--- config.mk ---
export PLATFORM = sky130hd
export DESIGN_NAME = fan_pwm_fault_controller
export DESIGN_NICKNAME = d
export VERILOG_FILES = /design/src/fan_pwm_pkg.sv /design/src/tach_pulse_detect.sv /design/src/fan_pwm_fault_controller.sv
export VERILOG_INCLUDE_DIRS = /design/src
export SDC_FILE = /design/constraint.sdc
export NUM_CORES = 1
export LEC_CHECK = 0
export BUFFER_PORTS_ARGS = -buffer_cell sky130_fd_sc_hd__buf_2
export CAP_MARGIN = 40
export CORE_MARGIN = 1.5
export CORE_UTILIZATION = 46
export CTS_BUF_LIST = sky130_fd_sc_hd__clkbuf_4 sky130_fd_sc_hd__clkbuf_8 sky130_fd_sc_hd__clkbuf_16
export CTS_CLUSTER_SIZE = 20
export DETAILED_ROUTE_END_ITERATION = 12
export PLACE_DENSITY = 0.62
export SETUP_SLACK_MARGIN = 0.3
export SLEW_MARGIN = 20
export SYNTH_ARGS = -nofsm -noshare
export SYNTH_HDL_FRONTEND = slang
export SYNTH_SLANG_ARGS = --single-unit
--- constraint.sdc ---
create_clock -name clk_in -period 7.4 [get_ports clk_in]
set_input_delay 0.37 -clock clk_in [delete_from_list [all_inputs] [get_ports clk_in]]
set_output_delay 0.37 -clock clk_in [all_outputs]
set_load 0.005 [all_outputs]
--- src/fan_pwm_params.svh ---
// Constants of the fan PWM controller: codes, counts and reset values
`ifndef FAN_PWM_PARAMS_SVH
`define FAN_PWM_PARAMS_SVH

// ****************************************
// Clock and timing
// ****************************************
`define CLK_MHZ 125
`define PWM_FREQ_HZ 30
`define RAMP_STEPS 128
`define PWM_STEP_CYCLES ((`CLK_MHZ * 1000000) / (`PWM_FREQ_HZ * `RAMP_STEPS))
`define STEP_W 16
`define CLEAR_TIME_NS 30000
`define CLEAR_CYCLES ((`CLEAR_TIME_NS * `CLK_MHZ + 999) / 1000)
`define CLEAR_W 12
`define STARTUP_PERIODS 8
`define MISS_PERIODS 32
`define PERIOD_CNT_W 6

// ****************************************
// Digitised levels
// ****************************************
`define LEVEL_W 8
`define DUTY_W 8
`define RAMP_W 7
`define LEVEL_LO_CODE 8'h40
`define LEVEL_HI_CODE 8'hC0
`define DUTY_FULL 8'h80
`define SHUTDOWN_THRESHOLD_CODE 8'h1A
`define RELEASE_THRESHOLD_CODE 8'h26

`endif

--- src/fan_pwm_pkg.sv ---
// Types shared by the fan PWM controller
`include "fan_pwm_params.svh"

package fan_pwm_pkg;

    typedef enum logic [1:0] {
        ST_SHUTDOWN,
        ST_START,
        ST_RUN,
        ST_LATCH
    } fan_state_e;

    typedef struct packed {
        logic [`LEVEL_W-1:0] control;
        logic [`LEVEL_W-1:0] min_speed;
    } level_s;

endpackage : fan_pwm_pkg

--- src/tach_pulse_detect.sv ---
// Tachometer pulse detector on the sense input
`timescale 1ns/10ps
`default_nettype none

module tach_pulse_detect (
    input wire logic clk_in,
    input wire logic rst_n_in,
    input wire logic sense_in,
    output logic pulse_out
);

    logic sense_prev_r;

    always_ff @(posedge clk_in) begin
        if (!rst_n_in) begin
            sense_prev_r <= 1'b0;
        end else begin
            sense_prev_r <= sense_in;
        end
    end

    // One pulse per rising edge of the chopped current
    always_ff @(posedge clk_in) begin
        if (!rst_n_in) begin
            pulse_out <= 1'b0;
        end else begin
            pulse_out <= sense_in & ~sense_prev_r;
        end
    end

endmodule : tach_pulse_detect

`default_nettype wire

--- src/fan_pwm_fault_controller.sv ---
// Fan PWM speed controller with start-up timer and fan fault latch
`timescale 1ns/10ps
`default_nettype none
`include "fan_pwm_params.svh"

module fan_pwm_fault_controller
    import fan_pwm_pkg::*;
#(
    parameter int unsigned STEP_CYCLES = `PWM_STEP_CYCLES
) (
    input wire logic clk_in,
    input wire logic rst_n_in,
    input wire logic [`LEVEL_W-1:0] control_level_in,
    input wire logic [`LEVEL_W-1:0] min_speed_in,
    input wire logic sense_in,
    output logic pwm_out,
    output logic fault_out,
    output logic fault_oe_out
);

    // ****************************************
    // Level capture and duty mapping
    // ****************************************
    level_s level_r;
    logic [`DUTY_W-1:0] ctrl_duty;
    logic [`DUTY_W-1:0] min_duty;
    logic [`DUTY_W-1:0] duty_eff;
    logic in_shutdown_zone;
    logic at_release;

    function automatic logic [`DUTY_W-1:0] level_to_duty(
        input logic [`LEVEL_W-1:0] lvl
    );
        logic [`DUTY_W-1:0] d;
        d = 8'h00;
        if (lvl >= `LEVEL_HI_CODE) begin
            d = `DUTY_FULL;
        end else if (lvl > `LEVEL_LO_CODE) begin
            d = lvl - `LEVEL_LO_CODE;
        end
        return d;
    endfunction : level_to_duty

    always_ff @(posedge clk_in) begin
        if (!rst_n_in) begin
            // Reset to release level so power-on never sees a false shutdown
            level_r <= '{control: 8'h00,
                min_speed: `RELEASE_THRESHOLD_CODE};
        end else begin
            level_r.control <= control_level_in;
            level_r.min_speed <= min_speed_in;
        end
    end

    assign ctrl_duty = level_to_duty(level_r.control);
    assign min_duty = level_to_duty(level_r.min_speed);
    assign duty_eff = (ctrl_duty > min_duty) ? ctrl_duty : min_duty;
    assign in_shutdown_zone = level_r.min_speed <= `SHUTDOWN_THRESHOLD_CODE;
    assign at_release = level_r.min_speed >= `RELEASE_THRESHOLD_CODE;

    // ****************************************
    // PWM ramp divider
    // ****************************************
    logic [`STEP_W-1:0] step_cnt_r;
    logic [`RAMP_W-1:0] ramp_r;
    logic step_end;
    logic period_end;

    assign step_end = step_cnt_r == `STEP_W'(STEP_CYCLES - 1);
    assign period_end = step_end && (ramp_r == {`RAMP_W{1'b1}});

    always_ff @(posedge clk_in) begin
        if (!rst_n_in) begin
            step_cnt_r <= '0;
        end else if (step_end) begin
            step_cnt_r <= '0;
        end else begin
            step_cnt_r <= step_cnt_r + 1'b1;
        end
    end

    // Ramp of 128 steps at 30 Hz gives the period
    always_ff @(posedge clk_in) begin
        if (!rst_n_in) begin
            ramp_r <= '0;
        end else if (step_end) begin
            ramp_r <= ramp_r + 1'b1;
        end
    end

    // ****************************************
    // Tach sensing
    // ****************************************
    logic tach_pulse;
    logic [`PERIOD_CNT_W-1:0] miss_cnt_r;
    logic [`PERIOD_CNT_W-1:0] start_cnt_r;
    logic timeout;
    logic start_done;

    tach_pulse_detect u_tach (
        .clk_in(clk_in),
        .rst_n_in(rst_n_in),
        .sense_in(sense_in),
        .pulse_out(tach_pulse)
    );

    // ****************************************
    // Mode state machine
    // ****************************************
    fan_state_e state_r;
    fan_state_e state_nxt;
    logic retry_used_r;
    logic [`CLEAR_W-1:0] clear_cnt_r;
    logic clear_done;

    assign timeout = (state_r == ST_RUN) && period_end && !tach_pulse
        && (miss_cnt_r == `PERIOD_CNT_W'(`MISS_PERIODS - 1));
    assign start_done = period_end
        && (start_cnt_r == `PERIOD_CNT_W'(`STARTUP_PERIODS - 1));
    assign clear_done = in_shutdown_zone
        && (clear_cnt_r == `CLEAR_W'(`CLEAR_CYCLES - 1));

    always_comb begin
        state_nxt = state_r;
        case (state_r)
            ST_SHUTDOWN: begin
                if (at_release) begin
                    state_nxt = ST_START;
                end
            end
            ST_START: begin
                if (in_shutdown_zone) begin
                    state_nxt = ST_SHUTDOWN;
                end else if (start_done) begin
                    state_nxt = ST_RUN;
                end
            end
            ST_RUN: begin
                if (in_shutdown_zone) begin
                    state_nxt = ST_SHUTDOWN;
                end else if (timeout && !retry_used_r) begin
                    state_nxt = ST_START;
                end else if (timeout) begin
                    state_nxt = ST_LATCH;
                end
            end
            ST_LATCH: begin
                if (clear_done) begin
                    state_nxt = ST_SHUTDOWN;
                end
            end
            default: begin
                state_nxt = ST_SHUTDOWN;
            end
        endcase
    end

    // Power-on enters the start-up timer directly
    always_ff @(posedge clk_in) begin
        if (!rst_n_in) begin
            state_r <= ST_START;
        end else begin
            state_r <= state_nxt;
        end
    end

    // A pulse in run proves the fan alive and re-arms the single retry
    always_ff @(posedge clk_in) begin
        if (!rst_n_in) begin
            retry_used_r <= 1'b0;
        end else if (state_r == ST_SHUTDOWN) begin
            retry_used_r <= 1'b0;
        end else if (timeout) begin
            retry_used_r <= 1'b1;
        end else if (state_r == ST_RUN && tach_pulse) begin
            retry_used_r <= 1'b0;
        end
    end

    always_ff @(posedge clk_in) begin
        if (!rst_n_in || state_r != state_nxt) begin
            start_cnt_r <= '0;
        end else if (state_r == ST_START && period_end) begin
            start_cnt_r <= start_cnt_r + 1'b1;
        end
    end

    always_ff @(posedge clk_in) begin
        if (!rst_n_in || state_r != ST_RUN || tach_pulse) begin
            miss_cnt_r <= '0;
        end else if (period_end) begin
            miss_cnt_r <= miss_cnt_r + 1'b1;
        end
    end

    // Short dips below the threshold must not clear a latched fault
    always_ff @(posedge clk_in) begin
        if (!rst_n_in || state_r != ST_LATCH || !in_shutdown_zone) begin
            clear_cnt_r <= '0;
        end else if (!clear_done) begin
            clear_cnt_r <= clear_cnt_r + 1'b1;
        end
    end

    // ****************************************
    // Output drivers
    // ****************************************
    always_ff @(posedge clk_in) begin
        if (!rst_n_in) begin
            pwm_out <= 1'b0;
        end else begin
            case (state_r)
                ST_START: pwm_out <= 1'b1;
                ST_RUN: pwm_out <= {1'b0, ramp_r} < duty_eff;
                default: pwm_out <= 1'b0;
            endcase
        end
    end

    // Start-up drive counts as full duty and flags the fault pin too
    always_ff @(posedge clk_in) begin
        if (!rst_n_in) begin
            fault_oe_out <= 1'b0;
        end else begin
            case (state_r)
                ST_LATCH: fault_oe_out <= 1'b1;
                ST_START: fault_oe_out <= 1'b1;
                ST_RUN: fault_oe_out <= duty_eff == `DUTY_FULL;
                default: fault_oe_out <= 1'b0;
            endcase
        end
    end

    // Open drain: pin level is always low, only the enable moves
    always_ff @(posedge clk_in) begin
        fault_out <= 1'b0;
    end
endmodule : fan_pwm_fault_controller

`default_nettype wire

---- Word-level counts from Yosys, hierarchy flattened ----
Cells that the tools add are included.
storage, ports and cells
  register bits after elaboration ......... 70
  output and inout port bits .............. 3
  logic and storage cells ................. 83
operators by class
  $add $sub $neg .......................... 7
  magnitude comparators ................... 8
  equal/unequal tests ..................... 12
  mux-type cells .......................... 17
  bitwise gates (word level) .............. 3
  reductions and logical operators ........ 23
operators by type and width
  cell                     count
  $mux W8                  5
  $add A16 B1 Y16 const B  1
  $eq A16 B15 Y1 const B   1
  $ge A8 B8 Y1 const B     2
  $gt A8 B7 Y1 const B     2
  $sub A8 B7 Y8 const B    2
  $mux W2                  7
  $add A12 B1 Y12 const B  1
  $add A6 B1 Y6 const B    2
  $eq A12 B12 Y1 const B   1
  $logic_and A1 B1 Y1      9
  $eq A8 B8 Y1 const B     1
  $ge A8 B6 Y1 const B     1
  $gt A8 B8 Y1             1
  $le A8 B5 Y1 const B     1
  $lt A7 B8 Y1             1
  $pmux W2 S4              1
  $add A7 B1 Y7 const B    1
  $eq A7 B7 Y1 const B     1
  $eq A6 B3 Y1 const B     1
  $eq A6 B5 Y1 const B     1
  $reduce_or A2 Y1         3
  $logic_or A1 B1 Y1       5
  $eq A2 B2 Y1 const B     2
  other kinds (10)         17

---- Longest topological paths before layout ----
  depth after elaboration ................. 11
  gate-level depth with buffers ........... 16
  depth with buffers taken out ............ 15

---- Hierarchy ----
Synthesis repeated with hierarchy kept, for this count alone.
second synthesis, totals
  cell total of the unflattened synthesis .. 414
  area total of the unflattened synthesis .. 3718.6 µm²
modules (own cells, without submodules)
  module                    times used  cells each  area each (µm²)  sequential area each (µm²)
  fan_pwm_fault_controller  1           410         3663.5           1361.3
  tach_pulse_detect         1           4           55.1             40.0

---- Least setup slack after synthesis ----
No wires, ideal clock.
  path kind ............................... register -> register
  start ................................... register level_r[7] (netlist bit)
  end ..................................... register pwm_out
  library setup time ...................... 0.074 ns
  data arrival time ....................... 3.061 ns
  path slack .............................. 4.265 ns
  stages on the path, launching flop included .. 16
  path buffers ............................ 1
  period minus slack after synthesis ...... 3.135 ns
  path through ............................ dfxtp_1 -> xor2_1 -> nand2_1 -> ha_1 -> nor2b_1 -> o211ai_1 -> a21o_1 -> a21oi_1 -> clkbuf_1 -> nor2_1 -> a21oi_1 -> ha_1 -> o21ai_0 -> a21oi_1 -> a221o_1 -> o21ai_0
between the ends
  word-level cells in the longest chain between the ends .. 7
  elaborated cells between the ends (all ways) .. 9
  classes of those cells .................. 1 x add/sub; 4 x order compare; 4 x mux
RTL lines
  element                                                         line                             RTL
  start, declared                                                 fan_pwm_fault_controller.sv:24   level_s level_r;
  start signal, assigned                                          fan_pwm_fault_controller.sv:47   level_r <= '{control: 8'h00,
  $sub A8 B7 Y8 (no source line) or $gt A8 B7 Y1 (tied branches)  -
  $mux W8                                                         fan_pwm_fault_controller.sv:38   end else if (lvl > `LEVEL_LO_CODE) begin
  $mux W8 (*)                                                     fan_pwm_fault_controller.sv:36   if (lvl >= `LEVEL_HI_CODE) begin
  $gt A8 B8 Y1                                                    fan_pwm_fault_controller.sv:57   assign duty_eff = (ctrl_duty > min_duty) ? ctrl_duty : min_duty;
  $mux W8 (*)                                                     fan_pwm_fault_controller.sv:57
  $lt A7 B8 Y1 (*)                                                fan_pwm_fault_controller.sv:214  ST_RUN: pwm_out <= {1'b0, ramp_r} < duty_eff;
  $pmux W1 S2 (*)                                                 fan_pwm_fault_controller.sv:212  case (state_r)
  end signal, assigned                                            fan_pwm_fault_controller.sv:214
  end, declared                                                   fan_pwm_fault_controller.sv:16   output logic pwm_out,
Every way passes the cells marked *; elsewhere a longest branch is shown, timed or not.
A chain may end at the register's enable or synchronous reset.

---- Worst setup path in the final report ----
Ends and elaborated chain as after synthesis.

==> reports/metrics.csv <==
stage,metric,value,unit
status,status,"finished, final reports clean",
timing,fmax,0.2757,GHz
grt,largest net degree at the start of global routing,30,
floorplan,# rows,32,
clocking,CTS H-tree lvls,3,
clocking,clk_lat worst skew,0.35,ns
detailed_routing,Routed Wire Length,6831,um
timing,Slew @ Worst Pin,0.7589,ns
clocking,Clock Sinks,70,
clocking,Bufs on Longest Clock Path,2,
synthesis,Post-Synth XOR/XNOR Area,0.1000,
power_and_ir_drop,switching part of the total,0.2578,
finish,area delta synth->final,9.408,%
place,Placement Setup Slack,3.828,ns
power_and_ir_drop,Sequential Power Share,0.509,
synthesis,main combinational cell family by area after synthesis,simple AND/OR/NAND/NOR gates,
clocking,CTS tree,yes,
synthesis,Syn Inst Count,412,
worst_setup_path,Setup crit start kind,flip-flop,
synthesis,simple-gate share of the synthesized area,0.2913,
floorplan,I/O pins,22,
finish,fill count,755,
clocking,root buf cell,clkbuf_8,
clocking,hold_buf cts,0,
worst_setup_path,Required @ worst endpoint,7.68,ns
synthesis,Mapped Avg Cell Area,8.716,sq um
detailed_routing,DRC,0,
timing,final setup TNS,0,ns
grt,vias in the first global route,2705,
worst_setup_path,crit path to,pwm_out$_SDFF_PN0_,
worst_setup_path,endpoint of the worst register-to-register path,pwm_out$_SDFF_PN0_,
timing,fin crit period,3.627,ns
worst_setup_path,crit path capture type,flip-flop,
finish,fraction of layout cells with a size suffix above 1,0.1124,
grt,antenna violations before repair,0,
clocking,# resized after CTS,0,
clocking,total CTS buffers,9,
power_and_ir_drop,leak pwr,1.508,nW
grt,GR Overflow Total,0,
job,Max Cap Viol,0,
floorplan,Die H,91.36,um
clocking,clock-pin transition on the worst setup and hold timing paths,0.08,ns
timing,final hold violation count,0,
synthesis,Synth Area in Adders,0.08362,
synthesis,ys flop type,dfxtp_1,
floorplan,Initial Utilization,0.4696,
clocking,post-CTS setup buffers,0,
synthesis,top-count cell post-synth,dfxtp_1,
detailed_routing,First DRT Iteration DRCs,101,
place,detailed placement HPWL,5044,um
detailed_routing,Via density,5.247,
synthesis,Compound-Gate Fraction of Synth Area,0.08328,
timing,slew margin rel.,0.4940,
detailed_routing,Routed Antenna Nets,0,
finish,Final nets,475,
grt,GRT Total Usage,0.1778,
floorplan,CORE AREA,7647,sq um
worst_setup_path,crit path from,level_r[7]$_SDFF_PN0_,
hold_path,type of the tightest min-delay check,in -> reg,
worst_setup_path,R2R depth,13,
timing,Slew Limit Fails,0,
power_and_ir_drop,peak supply drop,0.00009218,V
timing,setup ws final,3.773,ns
power_and_ir_drop,Logic pwr share,0.103,
place,GPL Wtd Cong,0.8794,
synthesis,share of the synthesized area in the top cell type,0.3902,
timing,period utilisation layout,0.4901,
power_and_ir_drop,Pint,0.5718,mW
synthesis,"top cells by count, synth","dfxtp_1 (70), nor2_1 (61), nand2_1 (34), ha_1 (24), and2_1 (23)",
synthesis,Yosys warnings,0,
place,I/O Buffers,20,
synthesis,Mapped Area,3591,sq um
finish,diode count,0,
detailed_routing,DRT Pass-1 Iters,4,
timing,RSZ-0062 raised after global routing,false,
detailed_routing,Avg WL per Cell,12.70,um
synthesis,post-synthesis mux area share,0.01185,
power_and_ir_drop,total net switching power,0.1986,mW
synthesis,sequential area share after synthesis,0.3902,
power_and_ir_drop,P per Cell Area,196.1,nW/um^2
detailed_routing,via count,2823,
synthesis,"EDFF count, synth",0,
synthesis,"Async S/R FF share, synth",0,
power_and_ir_drop,Clock power frac,0.387,
worst_setup_path,R2R Path Start,level_r[7]$_SDFF_PN0_,
synthesis,largest cells by area after synthesis,"dfxtp_1 (39%), ha_1 (8.4%), nor2_1 (6.4%)",
worst_setup_path,"critical path fanouts, max",12,
synthesis,Yosys cell types,53,
synthesis,cell accounting for the most synthesized area,dfxtp_1,
floorplan,Die Area,8346,sq um
synthesis,"FF+latch count, synth",70,
worst_setup_path,R2R setup slack,3.77,ns
grt,first-pass GRT wire length,11850,um
worst_setup_path,Crit Path Category,reg -> reg,
timing,setup violators final,0,
timing,clock skew,0.01165,ns
worst_setup_path,WP data arrival,3.90,ns
synthesis,Syn Nets,455,
floorplan,Die X,91.36,um
-- critical path, stage by stage (launching register included) --
cell      delay (ns)
dfxtp_1         0.41
xor2_1          0.36
nand2_1         0.14
ha_1            0.31
nor2b_1         0.14
o211ai_1        0.09
a21o_1          0.21
a21oi_1         0.61
a21oi_1         0.18
ha_1            0.25
or4_1           0.51
a21oi_1         0.14
nor3_1          0.06
o21ai_0         0.15
-- area by class of cell --
class                           instances  area (sq um)  share of cell area
Sequential cell                        70          1401              0.3567
Inverter                               15         56.30             0.01433
Timing Repair Buffer                   21         105.1             0.02675
Tap cell                              102         127.6             0.03248
Multi-Input combinational cell        315          2051              0.5220
Clock inverter                          6         63.81             0.01624
Clock buffer                            9         123.9             0.03153
-- metrics by stage --
stage               instance area (sq um)  total power, mW  hold slack, ns  instances    util
finish                               3929           0.7704          0.2000        538  0.5137
global route                         3929           0.8086          0.1870        538  0.5137
CTS                                  3929           0.7820          0.1835        538  0.5137
detailed placement                   3741           0.4801          0.3794        523  0.4892
global placement                     3736           0.4784          0.3719        522  0.4885
floorplan                            3591           0.4601          0.3674        412       -
-- sequential cells by signal, summed over array words and instances (netlist names), 2 cells and up --
| name | cells |
|---|---|
| step_cnt_r | 16 |
| state_r | 2 |
| clear_cnt_r | 12 |
| start_cnt_r | 6 |
| miss_cnt_r | 6 |
| ramp_r | 7 |
| level_r | 16 |
-- how the worst min path moves through the flow --
stage               cells past startpoint                           to                      startpoint  slack, ns
floorplan                               1  u_tach.pulse_out$_SDFF_PN0_  u_tach.sense_prev_r$_SDFF_PN0_       0.37
finish                                  2        level_r[2]$_SDFF_PN1_                 min_speed_in[2]       0.20
global route                            2        level_r[2]$_SDFF_PN1_                 min_speed_in[2]       0.19
detailed placement                      1  u_tach.pulse_out$_SDFF_PN0_  u_tach.sense_prev_r$_SDFF_PN0_       0.38
global placement                        1  u_tach.pulse_out$_SDFF_PN0_  u_tach.sense_prev_r$_SDFF_PN0_       0.37
CTS                                     2        level_r[2]$_SDFF_PN1_                 min_speed_in[2]       0.18
-- power by group through the flow --
stage | logic, mW | clock network (mW) | registers (mW)
2_1_floorplan | 0.0606 | 0 | 0.400
3_3_place_gp | 0.0775 | 0 | 0.401
3_5_place_dp | 0.0789 | 0 | 0.401
4_1_cts | 0.0795 | 0.310 | 0.392
5_1_grt | 0.0902 | 0.325 | 0.394
6_report | 0.0797 | 0.298 | 0.392
-- cell families after synthesis --
family	Yosys count
and+or+nand+nor	199
DFF	70
AOI/OAI and AO/OA	46
xor gates and xnor gates	41
buffers and inverters	27
adders and majority gates	24
muxes	4
other	1
-- cell usage in the layout (no fill, tap or decap), types with 3 or more instances in the layout --
| cell type | n |
|---|---|
| and4_1 | 3 |
| nand3_1 | 21 |
| nand2b_1 | 4 |
| a211oi_1 | 3 |
| dfxtp_1 | 70 |
| o21ai_0 | 8 |
| nor4_1 | 10 |
| nand2_1 | 34 |
| nor2b_1 | 3 |
| nand3b_1 | 3 |
| nor3_1 | 3 |
| buf_2 | 21 |
| inv_1 | 15 |
| nand4b_1 | 5 |
| a21oi_1 | 17 |
| xnor2_1 | 20 |
| xor2_1 | 21 |
| and3_1 | 5 |
| and2_1 | 23 |
| nand4_1 | 11 |
| nor2_1 | 61 |
| clkbuf_8 | 9 |
| ha_1 | 24 |
-- layer usage --
metal,vias up,part of all wire,global-route usage
met5,-,0,0
met4,0,0.015,0.08594
met3,8,0.029,0.04020
met2,26,0.44,0.2767
met1,1323,0.51,0.2314
li1,1466,-,-
No activity file was read; power rests on OpenSTA's default activity.
